==> src/logic/rfs_pkg.sv <==
// Constants, register map and state encoding of the regulator fault supervisor.
// Assumes a 50 MHz core clock and comparator flags already on that clock.
// How it works
// - Power-good low until start done plus delay
// - Any fault except channel limit, or disable, drops power-good
// - Below half target flags undervoltage, drops power-good
// - Power-good returns at sixty percent of target
// - Overvoltage watch armed from supply good onward
// - Fixed trip until valid ID, then ID-based
// - Overvoltage drives all phases low within cycle
// - Release to high impedance, relow on recurrence
// - Overvoltage latch cleared only by enable/supply
// - Average current over reference starts shutdown
// - Overcurrent: high impedance for 4096 switching cycles
// - After wait, restart soft-start while enabled
// - Channel over limit: low rest of cycle
// - Channel limit never shuts converter down
// - Thermal outputs open-drain, valid once enabled
// - Fan request: release below 33%, low above 39%
// - Overtemp alert: release below 28%, low above 33%
// - Off code after plateau shuts down, latched
// - Fixed 85 us delay before power-good rises

package rfs_pkg;

  // ----------------------------------------
  // Timing
  // ----------------------------------------
  localparam int unsigned CLK_PERIOD_NS      = 20;
  localparam int unsigned PGOOD_DELAY_NS     = 85000;
  localparam int unsigned OC_WAIT_SW_CYCLES  = 4096;

  // ----------------------------------------
  // Register map
  // ----------------------------------------
  localparam int          ADDR_W      = 4;
  localparam int          DATA_W      = 32;
  localparam logic [3:0]  ADDR_CTRL   = 4'h0;
  localparam logic [3:0]  ADDR_STATUS = 4'h4;
  localparam logic [3:0]  ADDR_FAULT  = 4'h8;
  localparam int          CTRL_EN     = 0;
  localparam logic        CTRL_RESET  = 1'h1;
  localparam int          STAT_UV     = 6;
  localparam int          STAT_PGOOD  = 7;
  localparam int          STAT_FAN    = 8;
  localparam int          STAT_HOT    = 9;
  localparam int          STAT_IDOK   = 10;
  localparam int          FAULT_W     = 5;
  localparam int          FLT_OV      = 0;
  localparam int          FLT_OC      = 1;
  localparam int          FLT_UV      = 2;
  localparam int          FLT_IDOFF   = 3;
  localparam int          FLT_CHLIM   = 4;

  // ----------------------------------------
  // Pin synchroniser lanes
  // ----------------------------------------
  localparam int PIN_POR = 0;
  localparam int PIN_PWR = 1;
  localparam int PIN_VTT = 2;

  // ----------------------------------------
  // Supervisor states
  // ----------------------------------------
  typedef enum logic [5:0] {
    ST_OFF    = 6'h01,
    ST_START  = 6'h02,
    ST_RUN    = 6'h04,
    ST_OCWAIT = 6'h08,
    ST_OVLATCH = 6'h10,
    ST_IDOFF  = 6'h20
  } rfs_state_t;

endpackage

==> src/logic/rfs_supervisor.sv <==
// Fault supervisor: power-good, undervoltage, overvoltage latch, hiccup overcurrent,
// per-channel current limit and thermal alerts.
// Assumes comparator flags and the soft-start handshake are on core_clk; enables and
// supply-good arrive from pins and are synchronised here.
//
// The implementer's own choices: the register addresses and strobed register access.
`timescale 1ns/1ps

module rfs_supervisor #(
  parameter int          NUM_PHASES         = 6,
  parameter int unsigned PGOOD_DELAY_CYCLES =
    rfs_pkg::PGOOD_DELAY_NS / rfs_pkg::CLK_PERIOD_NS,
  parameter int unsigned OC_WAIT_SW_CYCLES  = rfs_pkg::OC_WAIT_SW_CYCLES
) (
  // Clock and reset
  input  wire logic                   core_clk,
  input  wire logic                   rst,
  // Register port
  input  wire logic [3:0]             reg_addr,
  input  wire logic [31:0]            reg_wdata,
  input  wire logic                   reg_wr,
  input  wire logic                   reg_rd,
  output logic [31:0]                 reg_rdata,
  // Supply and enable pins
  input  wire logic                   por_ok_in,
  input  wire logic                   power_rail_enable_in,
  input  wire logic                   termination_rail_enable_in,
  // Switching timebase and soft-start handshake
  input  wire logic                   cycle_start_in,
  input  wire logic                   boot_plateau_done_in,
  input  wire logic                   id_valid_in,
  input  wire logic                   id_off_in,
  input  wire logic                   softstart_done_in,
  output logic                        softstart_run_out,
  // Comparator flags
  input  wire logic                   uv_entry_in,
  input  wire logic                   uv_recover_in,
  input  wire logic                   ov_fixed_trip_in,
  input  wire logic                   ov_id_trip_in,
  input  wire logic                   ov_release_in,
  input  wire logic                   oc_avg_trip_in,
  input  wire logic [NUM_PHASES-1:0]  ch_oc_trip_in,
  input  wire logic                   fan_set_in,
  input  wire logic                   fan_clear_in,
  input  wire logic                   hot_set_in,
  input  wire logic                   hot_clear_in,
  // Phase PWM to drivers
  input  wire logic [NUM_PHASES-1:0]  pwm_in,
  output logic [NUM_PHASES-1:0]       pwm_out,
  output logic [NUM_PHASES-1:0]       pwm_oe,
  // Open-drain system flags
  output logic                        power_good_out,
  output logic                        power_good_oe,
  output logic                        fan_request_out,
  output logic                        fan_request_oe,
  output logic                        overtemp_alert_out,
  output logic                        overtemp_alert_oe
);

  localparam int PG_W = $clog2(PGOOD_DELAY_CYCLES + 1);
  localparam int OC_W = $clog2(OC_WAIT_SW_CYCLES + 1);
  localparam logic [PG_W-1:0] PG_MAX = PG_W'(PGOOD_DELAY_CYCLES);
  localparam logic [OC_W-1:0] OC_MAX = OC_W'(OC_WAIT_SW_CYCLES);

  // ----------------------------------------
  // Pin synchronisers
  // ----------------------------------------
  logic [2:0] pin_s1_reg;
  logic [2:0] pin_s2_reg;
  logic [2:0] pin_s3_reg;
  logic [2:0] pin_lvl_reg;
  wire  [2:0] pin_raw   = {termination_rail_enable_in, power_rail_enable_in, por_ok_in};
  wire  [2:0] pin_agree = ~(pin_s2_reg ^ pin_s3_reg);
  wire  [2:0] pin_lvl_next = (pin_s3_reg & pin_agree) | (pin_lvl_reg & ~pin_agree);

  always_ff @(posedge core_clk or posedge rst) begin
    if (rst) begin
      pin_s1_reg  <= 3'h0;
      pin_s2_reg  <= 3'h0;
      pin_s3_reg  <= 3'h0;
      pin_lvl_reg <= 3'h0;
    end else begin
      pin_s1_reg  <= pin_raw;
      pin_s2_reg  <= pin_s1_reg;
      pin_s3_reg  <= pin_s2_reg;
      pin_lvl_reg <= pin_lvl_next;
    end
  end

  // ----------------------------------------
  // State and flag registers
  // ----------------------------------------
  rfs_pkg::rfs_state_t         state_reg;
  rfs_pkg::rfs_state_t         state_next;
  logic                        ctrl_en_reg;
  logic                        id_ok_reg;
  logic                        uv_flag_reg;
  logic                        ov_low_reg;
  logic [PG_W-1:0]             pg_cnt_reg;
  logic [OC_W-1:0]             oc_cnt_reg;
  logic [NUM_PHASES-1:0]       ch_lim_reg;
  logic                        fan_on_reg;
  logic                        hot_on_reg;
  logic [rfs_pkg::FAULT_W-1:0] fault_reg;

  // ----------------------------------------
  // Decoded conditions
  // ----------------------------------------
  wire por_ok    = pin_lvl_reg[rfs_pkg::PIN_POR];
  wire enabled   = por_ok && pin_lvl_reg[rfs_pkg::PIN_PWR] && pin_lvl_reg[rfs_pkg::PIN_VTT]
                   && ctrl_en_reg;
  wire ov_trip   = id_ok_reg ? ov_id_trip_in : ov_fixed_trip_in;
  wire ov_hit    = por_ok && ov_trip;
  wire active    = (state_reg == rfs_pkg::ST_START) || (state_reg == rfs_pkg::ST_RUN);
  wire oc_hit    = active && oc_avg_trip_in;
  wire id_off    = (state_reg == rfs_pkg::ST_START) && boot_plateau_done_in && id_off_in;
  wire oc_done   = oc_cnt_reg == OC_MAX;
  wire pg_done   = pg_cnt_reg == PG_MAX;

  // ----------------------------------------
  // Supervisor state machine
  // ----------------------------------------
  always_comb begin
    state_next = state_reg;
    case (state_reg)
      rfs_pkg::ST_OFF: begin
        if (ov_hit) begin
          state_next = rfs_pkg::ST_OVLATCH;
        end else if (enabled) begin
          state_next = rfs_pkg::ST_START;
        end
      end
      rfs_pkg::ST_START: begin
        if (ov_hit) begin
          state_next = rfs_pkg::ST_OVLATCH;
        end else if (!enabled) begin
          state_next = rfs_pkg::ST_OFF;
        end else if (oc_hit) begin
          state_next = rfs_pkg::ST_OCWAIT;
        end else if (id_off) begin
          state_next = rfs_pkg::ST_IDOFF;
        end else if (softstart_done_in && id_ok_reg) begin
          state_next = rfs_pkg::ST_RUN;
        end
      end
      rfs_pkg::ST_RUN: begin
        if (ov_hit) begin
          state_next = rfs_pkg::ST_OVLATCH;
        end else if (!enabled) begin
          state_next = rfs_pkg::ST_OFF;
        end else if (oc_hit) begin
          state_next = rfs_pkg::ST_OCWAIT;
        end
      end
      rfs_pkg::ST_OCWAIT: begin
        if (ov_hit) begin
          state_next = rfs_pkg::ST_OVLATCH;
        end else if (!enabled) begin
          state_next = rfs_pkg::ST_OFF;
        end else if (oc_done) begin
          state_next = rfs_pkg::ST_START;
        end
      end
      rfs_pkg::ST_OVLATCH: begin
        // Only a dropped enable or supply clears the latch; ID changes do not.
        if (!enabled && !ov_hit) begin
          state_next = rfs_pkg::ST_OFF;
        end
      end
      rfs_pkg::ST_IDOFF: begin
        if (ov_hit) begin
          state_next = rfs_pkg::ST_OVLATCH;
        end else if (!enabled) begin
          state_next = rfs_pkg::ST_OFF;
        end
      end
      default: begin
        state_next = rfs_pkg::ST_OFF;
      end
    endcase
  end

  // ----------------------------------------
  // Next values
  // ----------------------------------------
  wire in_start      = state_reg == rfs_pkg::ST_START;
  wire stay_run      = (state_reg == rfs_pkg::ST_RUN) && (state_next == rfs_pkg::ST_RUN);
  wire in_ov_next    = state_next == rfs_pkg::ST_OVLATCH;
  // While enabled the latch keeps the ID threshold; an overcurrent retry re-reads the code.
  wire id_ok_next    = (in_start && boot_plateau_done_in && id_valid_in && !id_off_in)
                       || (id_ok_reg && active)
                       || (id_ok_reg && enabled && (state_reg == rfs_pkg::ST_OVLATCH));
  wire uv_flag_next  = uv_entry_in || (uv_flag_reg && !uv_recover_in);
  wire ov_low_next   = in_ov_next && (ov_hit || (ov_low_reg && !ov_release_in));
  // The delay only starts once the ramp is final; leaving run restarts it.
  wire [PG_W-1:0] pg_cnt_next = !stay_run ? '0 :
                                pg_done   ? pg_cnt_reg : pg_cnt_reg + 1'b1;
  wire [OC_W-1:0] oc_cnt_next = (state_reg != rfs_pkg::ST_OCWAIT) ? '0 :
                                (cycle_start_in && !oc_done) ? oc_cnt_reg + 1'b1 : oc_cnt_reg;
  wire pgood_next    = stay_run && pg_done && !uv_flag_next;
  // A trip in the same cycle as the cycle boundary keeps the channel blocked.
  wire [NUM_PHASES-1:0] ch_lim_next = ch_oc_trip_in
                                      | (ch_lim_reg & {NUM_PHASES{!cycle_start_in}});
  wire [NUM_PHASES-1:0] ch_block    = ch_lim_reg | ch_oc_trip_in;
  wire run_next      = (state_next == rfs_pkg::ST_START) || (state_next == rfs_pkg::ST_RUN);
  wire [NUM_PHASES-1:0] pwm_out_next = run_next ? (pwm_in & ~ch_block) : '0;
  wire [NUM_PHASES-1:0] pwm_oe_next  = {NUM_PHASES{run_next || ov_low_next}};
  wire fan_next      = fan_set_in || (fan_on_reg && !fan_clear_in);
  wire hot_next      = hot_set_in || (hot_on_reg && !hot_clear_in);

  // ----------------------------------------
  // Register port decode
  // ----------------------------------------
  wire wr_ctrl  = reg_wr && (reg_addr == rfs_pkg::ADDR_CTRL);
  wire wr_fault = reg_wr && (reg_addr == rfs_pkg::ADDR_FAULT);
  wire [rfs_pkg::FAULT_W-1:0] fault_evt;
  assign fault_evt[rfs_pkg::FLT_OV]     = in_ov_next && (state_reg != rfs_pkg::ST_OVLATCH);
  assign fault_evt[rfs_pkg::FLT_OC]     = oc_hit && !ov_hit && enabled;
  assign fault_evt[rfs_pkg::FLT_UV]     = uv_entry_in && !uv_flag_reg;
  assign fault_evt[rfs_pkg::FLT_IDOFF]  = id_off && !ov_hit && enabled;
  assign fault_evt[rfs_pkg::FLT_CHLIM]  = |ch_oc_trip_in;
  wire [rfs_pkg::FAULT_W-1:0] fault_clr = wr_fault ? reg_wdata[rfs_pkg::FAULT_W-1:0] : '0;
  // Set wins over a write-one-to-clear in the same cycle.
  wire [rfs_pkg::FAULT_W-1:0] fault_next = (fault_reg & ~fault_clr) | fault_evt;
  wire [31:0] status_word;
  assign status_word = {21'h0, id_ok_reg, hot_on_reg, fan_on_reg, !power_good_oe,
                        uv_flag_reg, state_reg};
  wire [31:0] rd_mux = (reg_addr == rfs_pkg::ADDR_CTRL)   ? {31'h0, ctrl_en_reg} :
                       (reg_addr == rfs_pkg::ADDR_STATUS) ? status_word :
                       (reg_addr == rfs_pkg::ADDR_FAULT)  ? {27'h0, fault_reg} : 32'h0;

  // ----------------------------------------
  // Sequential logic
  // ----------------------------------------
  always_ff @(posedge core_clk or posedge rst) begin
    if (rst) begin
      state_reg   <= rfs_pkg::ST_OFF;
      ctrl_en_reg <= rfs_pkg::CTRL_RESET;
      id_ok_reg   <= 1'b0;
      uv_flag_reg <= 1'b0;
      ov_low_reg  <= 1'b0;
      pg_cnt_reg  <= '0;
      oc_cnt_reg  <= '0;
      ch_lim_reg  <= '0;
      fan_on_reg  <= 1'b0;
      hot_on_reg  <= 1'b0;
      fault_reg   <= '0;
    end else begin
      state_reg   <= state_next;
      ctrl_en_reg <= wr_ctrl ? reg_wdata[rfs_pkg::CTRL_EN] : ctrl_en_reg;
      id_ok_reg   <= id_ok_next;
      uv_flag_reg <= uv_flag_next;
      ov_low_reg  <= ov_low_next;
      pg_cnt_reg  <= pg_cnt_next;
      oc_cnt_reg  <= oc_cnt_next;
      ch_lim_reg  <= ch_lim_next;
      fan_on_reg  <= fan_next;
      hot_on_reg  <= hot_next;
      fault_reg   <= fault_next;
    end
  end

  // Outputs, each straight from a flop.
  always_ff @(posedge core_clk or posedge rst) begin
    if (rst) begin
      reg_rdata          <= 32'h0;
      softstart_run_out  <= 1'b0;
      pwm_out            <= '0;
      pwm_oe             <= '0;
      power_good_out     <= 1'b0;
      power_good_oe      <= 1'b1;
      fan_request_out    <= 1'b0;
      fan_request_oe     <= 1'b1;
      overtemp_alert_out <= 1'b0;
      overtemp_alert_oe  <= 1'b1;
    end else begin
      reg_rdata          <= reg_rd ? rd_mux : 32'h0;
      softstart_run_out  <= run_next;
      pwm_out            <= pwm_out_next;
      pwm_oe             <= pwm_oe_next;
      power_good_out     <= 1'b0;
      power_good_oe      <= !pgood_next;
      // Open-drain: released means oe low; the system reads them only once enabled.
      fan_request_out    <= 1'b0;
      fan_request_oe     <= !fan_next;
      overtemp_alert_out <= 1'b0;
      overtemp_alert_oe  <= !hot_next;
    end
  end
endmodule

==> config.mk <==
export PLATFORM = sky130hd
export DESIGN_NAME = rfs_supervisor
export DESIGN_NICKNAME = d
export VERILOG_FILES = /design/src/logic/rfs_pkg.sv /design/src/logic/rfs_supervisor.sv
export SDC_FILE = /design/constraint.sdc
export NUM_CORES = 1
export LEC_CHECK = 0
export BUFFER_PORTS_ARGS = -buffer_cell sky130_fd_sc_hd__clkbuf_2
export CELL_PAD_IN_SITES_DETAIL_PLACEMENT = 1
export CELL_PAD_IN_SITES_GLOBAL_PLACEMENT = 1
export CORE_MARGIN = 2
export CORE_UTILIZATION = 39
export DETAILED_ROUTE_END_ITERATION = 10
export GPL_TIMING_DRIVEN = 0
export PLACE_DENSITY_LB_ADDON = 0.15
export SYNTH_ARGS = -nofsm -noshare
export SYNTH_HDL_FRONTEND = slang
export SYNTH_SLANG_ARGS = --single-unit
export TNS_END_PERCENT = 20
==> constraint.sdc <==
create_clock -name core_clk -period 3 [get_ports core_clk]
set_input_delay 0.3 -clock core_clk [delete_from_list [all_inputs] [get_ports core_clk]]
set_output_delay 0.3 -clock core_clk [all_outputs]
set_load 0.05 [all_outputs]
## Yosys cells after proc, flatten, opt, wreduce, memory -nomap -nowiden

Index checks and enable logic that the tools add are counted.

| cells by class | value |
|---|---|
| add/sub/neg operators | 2 |
| multiply operators | 0 |
| div/mod/pow operators | 0 |
| $lt $le $gt $ge | 0 |
| equality and inequality tests | 16 |
| shift operators | 0 |
| multiplexer cells | 28 |
| bitwise operators | 14 |
| reductions and logical operators | 58 |

Operator list:

| operator | count |
|---|---|
| 6-bit 2-to-1 mux | 17 |
| 13-bit 2-to-1 mux | 4 |
| 6-bit one-hot mux with 6 select lines | 1 |
| 11-bit 2-to-1 mux | 3 |
| 1-bit logical AND | 31 |
| 13-bit by 1-bit adder with 13-bit output, second input constant | 2 |
| 13-bit == test, second input constant | 2 |
| 1-bit logical NOT | 15 |
| 6-bit AND | 2 |
| 6-bit by 2-bit == test with 1-bit output, second input constant | 2 |
| 6-bit by 3-bit == test with 1-bit output, second input constant | 2 |
| 6-bit by 5-bit == test with 1-bit output, second input constant | 2 |
| 6-bit bitwise OR | 2 |
| 5-bit 2-to-1 mux | 2 |
| 1-bit logical OR | 9 |
| 3-bit AND | 2 |
| 6-bit by 1-bit == test with 1-bit output, second input constant | 1 |
| 6-bit by 4-bit == test with 1-bit output, second input constant | 1 |
| 6-bit == test, second input constant | 1 |
| 6-bit by 4-bit != test with 1-bit output, second input constant | 1 |
| 6-bit by 5-bit != test with 1-bit output, second input constant | 1 |
| 3-bit inverter | 2 |
| 6-bit inverter | 1 |
| 6-bit OR reduction | 1 |
| 11 further kinds | 11 |

| storage, ports and cells | value |
|---|---|
| flip-flop bits (word level) | 83 |
| bits in latches | 0 |
| RAM bits | 0 |
| bits in read-only memories | 0 |
| input port bits | 70 |
| output and inout port bits | 51 |
| word-level logic and storage cells | 140 |
| memories | 0 |

## Longest topological paths before layout

Gate-level depths: netlist of run 1.

| depth | value |
|---|---|
| word-level depth | 13 |
| gate-level depth with buffers | 8 |
| depth with buffers taken out | 8 |

## Least setup slack after synthesis of run 1

OpenSTA, ideal clock, no wires.

| timing path | value |
|---|---|
| kind | reg-to-reg |
| start point | reg oc_cnt_reg[0] |
| end point | reg fault_reg[0] (netlist name) |
| library setup time | 0.121 ns |
| data arrival time | 1.691 ns |
| slack | 1.188 ns |
| cell stages (with the launch flop) | 9 |
| buffers on the path | 0 |
| clock period less this slack | 1.812 ns |
| cells stage by stage | dfrtp_1 > inv_1 > ha_1 > nor4b_1 > and3_2 > o211ai_1 > a21oi_2 > inv_2 > a22o_1 |

| between the ends | value |
|---|---|
| word-level cells in the longest chain between the ends | 8 |

RTL lines:

| item | line | source |
|---|---|---|
| start, declared | rfs_supervisor.sv:100 | `logic [OC_W-1:0] oc_cnt_reg;` |
| start signal, assigned | rfs_supervisor.sv:255 | `oc_cnt_reg <= oc_cnt_next;` |
| 13-bit == test | rfs_supervisor.sv:117 | `wire oc_done = oc_cnt_reg == OC_MAX;` |
| 6-bit 2-to-1 mux | rfs_supervisor.sv:160 | `end else if (oc_done) begin` |
| 6-bit 2-to-1 mux | rfs_supervisor.sv:158 | `end else if (!enabled) begin` |
| 6-bit 2-to-1 mux | rfs_supervisor.sv:156 | `if (ov_hit) begin` |
| 6-bit one-hot mux with 6 select lines | rfs_supervisor.sv:125 | `case (state_reg)` |
| via state_next[4] | rfs_supervisor.sv:94 | `rfs_pkg::rfs_state_t state_next;` |
| 6-bit by 5-bit == test with 1-bit output | rfs_supervisor.sv:188 | `wire in_ov_next = state_next == rfs_pkg::ST_OVLATCH;` |
| 1-bit logical AND | rfs_supervisor.sv:217 | `assign fault_evt[rfs_pkg::FLT_OV] = in_ov_next && (state_reg != rfs_pkg::ST_OVLATCH);` |
| 5-bit bitwise OR | rfs_supervisor.sv:224 | `wire [rfs_pkg::FAULT_W-1:0] fault_next = (fault_reg & ~fault_clr) \| fault_evt;` |
| via fault_next (one bit) | rfs_supervisor.sv:224 |  |
| end signal, assigned | rfs_supervisor.sv:259 | `fault_reg <= fault_next;` |
| end, declared | rfs_supervisor.sv:104 | `logic [rfs_pkg::FAULT_W-1:0] fault_reg;` |

The timed path passes the listed nets, and every way through them passes these cells.
A chain may end at the register's enable or synchronous reset.

## Worst setup path in the final report of run 1

Ends and elaborated chain as after synthesis.

==> results_dict.tcl, run 1 <==
set metrics [dict create \
    outcome "finished clean" \
    p_per_area_nw_per_um2 474.1 \
    period_needed_ps 2148 \
    first_pass_iters 4 \
    cts_root_buf "clkbuf_8" \
    peakVddDrop_mv 0.2029 \
    final_cells 618 \
    rsz0062_at_grt "no" \
    wl_um 9237 \
    grt_max_degree 71 \
    synthFlopType "dfrtp_1" \
    die_area_um2 10910 \
    worstSetupPathType "reg2reg" \
    htree_num_levels 3 \
    min_path_type "in2reg" \
    required_ps 3240 \
    overflow 0 \
    cts_buffers 9 \
    yosys_warnings 0 \
    cts_buffer_depth 2 \
    yosys.area.top_type_share_pct 49.62 \
    nets 554 \
    dp.cells 601 \
    tightest_slew_ps 832.5 \
    synthTopCellsByArea "dfrtp_1 50%, buf_4 5.9%, nor2_1 4.2%, dfstp_2 3.3%, nand2_1 2.8%" \
    hold_viol 0 \
    drive_above_1_share_pct 29.90 \
    grtUsageTotal_pct 17.71 \
    path_buf_inv 2 \
    start_kind "flip-flop" \
    routed_via_density 4.867 \
    setup_viol 0 \
    yosysSeqAreaShare_pct 52.96 \
    grt_pass1_vias 3108 \
    cpMaxStageDelayCell "dfrtp_1" \
    port_buffers 69 \
    clk_latency_ps 350 \
    diodes 0 \
    cts_tree "built" \
    ios 121 \
    regToRegSetupSlack_ps 850 \
    drtIter0Drc 70 \
    cts-resized-gates 0 \
    power.leakage_nw 2.306 \
    clkTransAtPathRegs_ps 80 \
    grt_antenna_before_repair 0 \
    fin_worst_skew_ps 6.876 \
    tns_ps 0 \
    synth_cell_types 59 \
    hpwl_um 6860 \
    postSynthAreaPerCell_um2 10.49 \
    detail_route.wl_per_cell_um 14.95 \
    cp-end-kind "flip-flop" \
    path_max_fanout 3 \
    synth.cell_area_um2 3934 \
    slew_headroom_pct 44.36 \
    maxCapViolCount 0 \
    period_share_pct 71.61 \
    fmaxAchievable_mhz 465.5 \
    critical_path.cell_chain "inv_1, ha_1, nor4b_1, and3_2, o211ai_1, a21oi_2, inv_2, a22o_1" \
    route.detailed.drc 0 \
    clock-sinks 83 \
    gp_congestion 0.7753 \
    dieWidth_um 104.4 \
    crit_family "simple AND/OR/NAND/NOR gates" \
    critPathMaxStageDelay_ps 400 \
    ys_seq_elements 83 \
    syn2layout_area_growth_pct 21.09 \
    coreArea_um2 9774 \
    start_util_pct 40.25 \
    die_y_um 104.4 \
    synth_top_cell_by_area "dfrtp_1" \
    synthArstFlopShare_pct 100.0 \
    syn_inst 375 \
    power_mw 2.258 \
    final_antenna_net_count 0 \
    grt_pass1_wl_um 15300 \
    core.rowCount 36 \
    cp.arrival_ps 2390 \
    num_vias 3008 \
    drv_slew 0 \
    synth-edff-count 0 \
]
==> worst register-to-register path, delay by kind of cell (launching register included) <==
| kind | cells | cell delay, ps |
|---|---|---|
| AND/OR/NAND/NOR | 2 | 730 |
| AO/OA/AOI/OAI | 3 | 590 |
| adder cells (fa/ha/maj) | 1 | 160 |
| flip-flops | 1 | 400 |
| buffers and inverters | 2 | 160 |
==> cell type report <==
type,count,area (um2)
inverters,17,66.31
clock inverters,1,5.005
fillers,1165,5011
flip-flops and latches,83,2083
plain buffers,38,284.0
well taps,133,166.4
multi-input cells,260,1589
clock buffers,15,186.4
repair buffers,71,382.9
==> cell usage after synthesis (3+ instances only) <==
library cell and n:
a211oi_1 3, a21o_1 8, a21oi_1 16, a22oi_1 4, and3_1 10, buf_4 31
buf_6 3, dfrtp_1 78, dfstp_2 5, ha_1 4, inv_1 15, maj3_1 3
nand2_1 29, nand3_1 16, nand4_1 4, nor2_1 44, nor3_1 4, nor4_1 3
nor4b_1 5, o211ai_1 3, o21ai_0 15, or3_1 7, xnor2_1 11, xor2_1 11
==> cell usage in the layout (no fill, tap or decap), types with 2 or more instances in the layout <==
cell / synthesis / final
nand3b_1: 2 / 2
nand4_1: 4 / 4
nand3_1: 16 / 16
inv_1: 15 / 14
buf_6: 3 / 3
ha_1: 4 / 4
inv_2: 2 / 2
a21oi_1: 16 / 16
nand2b_1: 2 / 2
nand2_1: 29 / 29
clkbuf_1: 2 / 4
a22o_1: 2 / 2
nor2_1: 44 / 44
a22oi_1: 4 / 4
conb_1: 1 / 24
xnor2_1: 11 / 11
and3_1: 10 / 10
nor4b_1: 5 / 5
clkbuf_2: 0 / 69
clkbuf_8: 0 / 13
dfstp_2: 5 / 5
buf_4: 31 / 31
and2_1: 2 / 2
nor3_1: 4 / 4
dfrtp_1: 78 / 78
or3_1: 7 / 7
maj3_1: 3 / 3
o211ai_1: 3 / 3
a21o_1: 8 / 8
nor4_1: 3 / 3
mux2_2: 2 / 2
buf_2: 2 / 2
o21ai_0: 15 / 15
a211oi_1: 3 / 3
xor2_1: 11 / 11
==> final timing paths <==
kind,start,to,depth (start not counted)
max reg2reg,oc_cnt_reg[0]$_DFFE_PP0P_,fault_reg[0]$_DFF_PP0_,8
min,power_rail_enable_in,pin_s1_reg[1]$_DFF_PP0_,1
max,oc_cnt_reg[0]$_DFFE_PP0P_,fault_reg[0]$_DFF_PP0_,8
min reg2reg,pin_s1_reg[0]$_DFF_PP0_,pin_s2_reg[0]$_DFF_PP0_,0
min in group asynchronous,rst,softstart_run_out$_DFF_PP0_,3
max in group asynchronous,rst,overtemp_alert_oe$_DFF_PP1_,4
==> power by group <==
part           switching, mW  internal (mW)  total (mW)
Clock                  0.386          0.392       0.778
Combinational          0.199          0.102       0.301
Sequential            0.0241           1.16        1.18
Total                  0.609           1.65        2.26
==> kinds of logic (layout without fill, tap and decap cells) <==
kind of cell	count (synthesis)	count (layout)	synth area share, %
compound gates	62	62	11.16
xor+xnor	22	22	4.898
fa+ha+maj	7	7	2.036
buf+inv	55	142	8.842
flops	83	83	52.96
mux	4	4	1.209
other cells	1	24	0.09533
simple gates	141	141	18.80
==> stage by stage <==
stage,util (%),instance area [um2],setup slack (ps),hold slack (ps)
after detailed placement,46.67,4562,896.8,236.4
after floorplan,-,4020,571.5,331.2
after CTS,48.73,4763,852.7,33.64
final,48.73,4763,851.6,49.36
after global placement,46.36,4532,-491.6,331.5
after global routing,48.73,4763,690.4,30.43
==> metal layers <==
metal	wire length, um	global-route usage, %	vias up
met1	4091	22.16	1481
met3	465	4.699	11
met4	151	6.660	0
met2	4528	29.32	71
li1	-	-	1445
met5	0	0	-
==> repair_timing <==
item	4_1_cts	5_1_grt
hold buffers	1	0
endpoints found under the setup margin	0	0
endpoints found under the hold margin	13	0
setup buffers	0	0
Power figures use the tool's default switching activity.
==> run 2, diff against run 1 <==
Settings changed: CORE_UTILIZATION 39 to 35.
Clock period 3 ns to 1.9 ns, I/O delays scaled along.
==> run 2 against run 1 <==
Effect of this change:
- global-route usage shrank 0.97 points
- critical path depth did not move
- combinational power grew 76%
- cell count is 3.2% higher
- highest routed layer unchanged
- critical endpoint unchanged
- power increased by 64%
- maximum frequency increased by 15%
- non-clock buffer count up 12
- sequential share of layout area fell by 2.8 points
==> results_dict.tcl, run 2 (synthesized netlist as in run 1, its figures left out) <==
set metrics [dict create \
    required_ps 2160 \
    start_util_pct 36.13 \
    min_path_type "in2reg" \
    power_frac_seq_pct 50.2 \
    first_pass_iters 4 \
    overflow 0 \
    power_mw 3.702 \
    start_kind "flip-flop" \
    power.leakage_nw 2.413 \
    cts_buffers 9 \
    cp.arrival_ps 2130 \
    cts_root_buf "clkbuf_8" \
    cts_tree "built" \
    htree_num_levels 3 \
    syn2layout_area_growth_pct 29.45 \
    drtIter0Drc 85 \
    fmaxAchievable_mhz 536.8 \
    fin_worst_skew_ps 7.154 \
    reg2regPathDepth 8 \
    diodes 0 \
    routed_via_density 4.788 \
    ios 121 \
    hpwl_um 7091 \
    drive_above_1_share_pct 36.55 \
    die_area_um2 12100 \
    worstSetupPathType "reg2reg" \
    peakVddDrop_mv 0.2975 \
    grtUsageTotal_pct 16.75 \
    p_per_area_nw_per_um2 727.0 \
    outcome "finished clean" \
    p_sw_share_pct 28.20 \
    clk_latency_ps 370 \
    tightest_slew_ps 905.8 \
    grt_antenna_before_repair 0 \
    regToRegSetupSlack_ps 40 \
    cp-end-kind "flip-flop" \
    hold_slack_ps 15.42 \
    startpoint "oc_cnt_reg[0]$_DFFE_PP0P_" \
    drv_slew 0 \
    hold_viol 0 \
    hp-start "pwm_in[3]" \
    rsz0062_at_grt "yes" \
    switchingPower_mw 1.044 \
    r2r-start "oc_cnt_reg[0]$_DFFE_PP0P_" \
    reg2reg_to "fault_reg[0]$_DFF_PP0_" \
    period_needed_ps 1863 \
    grt_pass1_vias 3095 \
    clock-sinks 83 \
    gp_congestion 0.8155 \
    route.detailed.drc 0 \
    cts_buffer_depth 2 \
    period_share_pct 98.05 \
    p_comb_share_pct 14.3 \
    clkTransAtPathRegs_ps 80 \
    final_common_cell "dfrtp_1" \
    path_max_fanout 3 \
    pwr-share-clk_pct 35.4 \
    grt_max_degree 40 \
    setup_viol 0 \
    port_buffers 69 \
    mostFrequentLayoutCells "75 x dfrtp_1, 69 x clkbuf_2, 42 x nor2_1" \
    num_vias 3055 \
    nets 567 \
    dieWidth_um 110.0 \
    maxCapViolCount 0 \
    coreArea_um2 10890 \
    endpoint "fault_reg[0]$_DFF_PP0_" \
    p_int_mw 2.658 \
    final_antenna_net_count 0 \
    detail_route.wl_per_cell_um 15.47 \
    slew_headroom_pct 39.46 \
    wl_um 9871 \
    grt_pass1_wl_um 15320 \
    core.rowCount 38 \
    die_y_um 110.0 \
]
==> run 2: what timing repair did <==
item	in CTS	in global routing
setup buffers	1	8
pin swaps	1	11
hold endpoints to repair	11	0
setup endpoints to repair	27	19
resized for setup	14	26
hold buffers	4	0
cloned	0	1
==> run 2: power by group through the flow <==
stage / logic (mW) / registers [mW] / clock network, mW
after floorplan: 0.327 / 1.91 / 0
after global placement: 0.460 / 1.89 / 0
after detailed placement: 0.476 / 1.90 / 0
after CTS: 0.495 / 1.86 / 1.35
after global routing: 0.575 / 1.87 / 1.44
final: 0.530 / 1.86 / 1.31
==> run 2: per-stage QoR <==
stage	area [um2]	util, %	worst slack, ps	instances	TNS (ps)
2_1_floorplan	4024	-	87.59	398	0
3_3_place_gp	4544	41.74	-178.4	607	-1728
3_5_place_dp	4584	42.11	-173.0	609	-1843
4_1_cts	4910	45.09	5.601	629	0
5_1_grt	5092	46.77	-77.78	638	-176.6
6_report	5092	46.77	36.96	638	0
==> run 2: layout make-up <==
cell class              instances  area (um2)
multi-input cells             261        1778
clock inverters                 6       63.81
well taps                     140       175.2
inverters                      17       70.07
flip-flops and latches         83        2087
clock buffers                  10       137.6
plain buffers                  37       287.8
repair buffers                 84       493.0
fillers                      1270        5796
==> run 2: metal layers <==
metal	track usage (%)	vias up	part of all wire [%]
li1	-	1474	-
met1	21.44	1519	44
met2	27.87	52	51
met3	4.233	10	3.3
met4	5.154	0	1.6
met5	0	-	0
==> run 2: worst min path at each step <==
stage                                 to  slack, ps  depth (start not counted)
3_3_place_gp     pin_s1_reg[0]$_DFF_PP0_        300                          1
6_report            pwm_out[3]$_DFF_PP0_         20                          3
5_1_grt             pwm_out[3]$_DFF_PP0_         10                          3
3_5_place_dp   pg_cnt_reg[0]$_DFFE_PP0P_        130                          2
4_1_cts             hot_on_reg$_DFF_PP0_          8                          2
2_1_floorplan    pin_s1_reg[0]$_DFF_PP0_        220                          0
==> run 2: critical path, cell delays in order (launching register included) <==
cell and delay, ps:
dfrtp_1 420, inv_2 110, ha_4 130, nor4b_4 230, and3_4 260, o211ai_1 120
a21oi_2 230, inv_2 60, a22o_1 210
==> run 3, diff against run 2 <==
Settings changed: ABC_AREA set to 1, CORE_UTILIZATION 35 to 34.
==> run 3 against run 2 <==
Effect of this change:
- non-clock buffer count fell by 6
- critical path depth rose by 3
- worst hold slack improved by 60 ps
- combinational power rose by 36%
- first-iteration DRC count rose by 29%
- critical path type unchanged
- largest power group is now clock
==> results_dict.tcl, run 3 <==
set metrics [dict create \
    hpwl_um 7633 \
    yosys_warnings 0 \
    hold_viol 0 \
    period_needed_ps 1791 \
    yosysSeqAreaShare_pct 51.89 \
    num_vias 3293 \
    cp-end-kind "flip-flop" \
    seq_area_um2 2086 \
    p_int_mw 3.374 \
    path_max_fanout 7 \
    drtIter0Drc 110 \
    cts_tree "built" \
    p_comb_share_pct 15.7 \
    tns_ps 0 \
    gp_congestion 0.8030 \
    synth-edff-count 0 \
    nets 650 \
    timing.final.ws_setup_ps 109.2 \
    power_frac_seq_pct 41.9 \
    tightest_slew_ps 549.4 \
    start_kind "flip-flop" \
    grtUsageTotal_pct 16.82 \
    die_area_um2 12690 \
    nFillCells 1384 \
    synthArstFlopShare_pct 100.0 \
    postSynthAreaPerCell_um2 8.747 \
    period_share_pct 94.25 \
    diodes 0 \
    syn2layout_area_growth_pct 27.70 \
    setup_viol 0 \
    mostFrequentLayoutCells "76 x nand2_1, 76 x dfrtp_1, 69 x clkbuf_2" \
    dp_slack_ps 7.259 \
    htree_num_levels 3 \
    wl_um 10020 \
    fin_worst_skew_ps 6.777 \
    power.leakage_nw 2.572 \
    hold_slack_ps 75.68 \
    routed_via_density 4.548 \
    final_core_util_pct 44.71 \
    clock-sinks 83 \
    start_util_pct 35.01 \
    yosysMostFrequentCell "dfrtp_1" \
    peakVddDrop_mv 0.5850 \
    power_mw 4.603 \
    multi_input_area_um2 1554 \
    synth_top_cell_by_area "dfrtp_1" \
    port_buffers 69 \
    overflow 0 \
    outcome "finished clean" \
    fmaxAchievable_mhz 558.4 \
    ios 121 \
    clkTransAtPathRegs_ps 60 \
    synth.cell_area_um2 4015 \
    ys_seq_elements 83 \
    grt_pass1_vias 3602 \
    synthTopCellsByArea "dfrtp_1 49%, nand2_1 7.2%, nor2_1 5.7%, inv_1 5.6%, buf_4 5.4%" \
    dieWidth_um 112.7 \
    grt_antenna_before_repair 0 \
    worstSetupPathType "reg2reg" \
    required_ps 2130 \
    cp.arrival_ps 2020 \
    clk_latency_ps 340 \
    synth_commonest_cells "78 x dfrtp_1, 77 x nand2_1, 61 x nor2_1" \
    yosys.area.top_type_share_pct 48.61 \
    pwr-share-clk_pct 42.5 \
    final_antenna_net_count 0 \
    cts_buffer_depth 2 \
    synth_cell_types 40 \
    route.detailed.drc 0 \
    switchingPower_mw 1.230 \
    first_pass_iters 4 \
    p_per_area_nw_per_um2 897.8 \
    syn_inst 459 \
    core.rowCount 39 \
    p_sw_share_pct 26.71 \
    die_y_um 112.7 \
    maxCapViolCount 0 \
    drv_slew 0 \
    cts_buffers 9 \
    min_path_type "in2reg" \
    coreArea_um2 11470 \
    slew_headroom_pct 63.24 \
    detail_route.wl_per_cell_um 13.85 \
    grt_max_degree 38 \
    synthFlopType "dfrtp_1" \
    cts_root_buf "clkbuf_16" \
    drive_above_1_share_pct 25.99 \
    grt_pass1_wl_um 17020 \
]
[run 3: cell count changes after synthesis, moves of 5 or more]
cell	before	now
a21o_1	8	0
nor4b_1	5	0
and3_1	10	0
nand4_1	4	9
nand2_1	29	77
xnor2_1	11	2
o21ai_0	15	23
nor3_1	4	14
or3_1	7	1
nand3_1	16	31
nor2_4	0	5
nor2_1	44	61
inv_1	15	60
[run 3: cells by family (layout without fill, tap and decap cells)]
kind of cell | after synthesis | after routing | share of synthesized area (%)
xor gates and xnor gates | 12 | 12 | 2.618
other | 1 | 24 | 0.09340
and+or+nand+nor | 216 | 216 | 25.27
buffers and inverters | 94 | 193 | 11.75
adders and majority gates | 7 | 7 | 1.994
AOI/OAI and AO/OA | 46 | 46 | 6.389
DFF | 83 | 83 | 51.89
[run 3: final timing paths]
check	depth (start not counted)	slack, ps	endpoint	from
setup / recovery	11	110	softstart_run_out$_DFF_PP0_	state_reg[4]$_DFF_PP0_
hold / removal	3	80	pwm_out[1]$_DFF_PP0_	pwm_in[1]
setup reg to reg	11	110	softstart_run_out$_DFF_PP0_	state_reg[4]$_DFF_PP0_
hold reg to reg	0	360	pin_s2_reg[0]$_DFF_PP0_	pin_s1_reg[0]$_DFF_PP0_
max in group asynchronous	5	780	state_reg[0]$_DFF_PP1_	rst
min in group asynchronous	3	350	reg_rdata[9]$_DFF_PP0_	rst
[run 3: per-stage QoR]
step / cells / area [um2]
CTS: 719 / 5080
detailed placement: 696 / 4669
finish: 724 / 5127
floorplan: 482 / 4105
global route: 724 / 5127
global placement: 694 / 4629
[run 3: area by class of cell]
type / instances / share of cell area [%]
repair buffers: 83 / 9.810
inverters: 62 / 4.612
flip-flops and latches: 83 / 40.68
well taps: 143 / 3.490
plain buffers: 32 / 4.661
clock inverters: 3 / 1.757
clock buffers: 13 / 4.685
multi-input cells: 305 / 30.31
[run 3: power by group through the flow]
| stage | Sequential, mW | Clock (mW) | Combinational, mW |
|---|---|---|---|
| floorplan | 1.98 | 0 | 0.484 |
| global placement | 1.96 | 0 | 0.668 |
| detailed placement | 1.96 | 0 | 0.691 |
| CTS | 1.93 | 2.01 | 0.708 |
| global route | 1.94 | 2.06 | 0.785 |
| finish | 1.93 | 1.96 | 0.721 |
[run 3: worst max-delay path, cell delays in order, from the launching register on]
cell and delay [ps]:
dfrtp_2 460, nor2_4 190, nand2_2 80, nor2_4 210, inv_1 100, nand2_2 110
a21oi_1 70, nand2_1 70, nand2_2 70, nor2_4 150, buf_12 130, inv_1 40
[run 3: metal layers]
| metal | GRT usage [%] | wire [um] | vias up | part of all wire (%) |
|---|---|---|---|---|
| met2 | 29.98 | 5195 | 46 | 52 |
| met5 | 0 | 0 | - | 0 |
| met1 | 20.54 | 4440 | 1591 | 44 |
| met4 | 5.122 | 136 | 0 | 1.4 |
| met3 | 3.294 | 252 | 8 | 2.5 |
| li1 | - | - | 1648 | - |
[run 3: repair_timing]
action                                  4_1_cts  5_1_grt
buffers inserted                              1        5
hold buffers                                  6        0
endpoints found under the setup margin        2       25
pin swaps                                     2        3
hold endpoints to repair                     14        0
resized for setup                             0        5
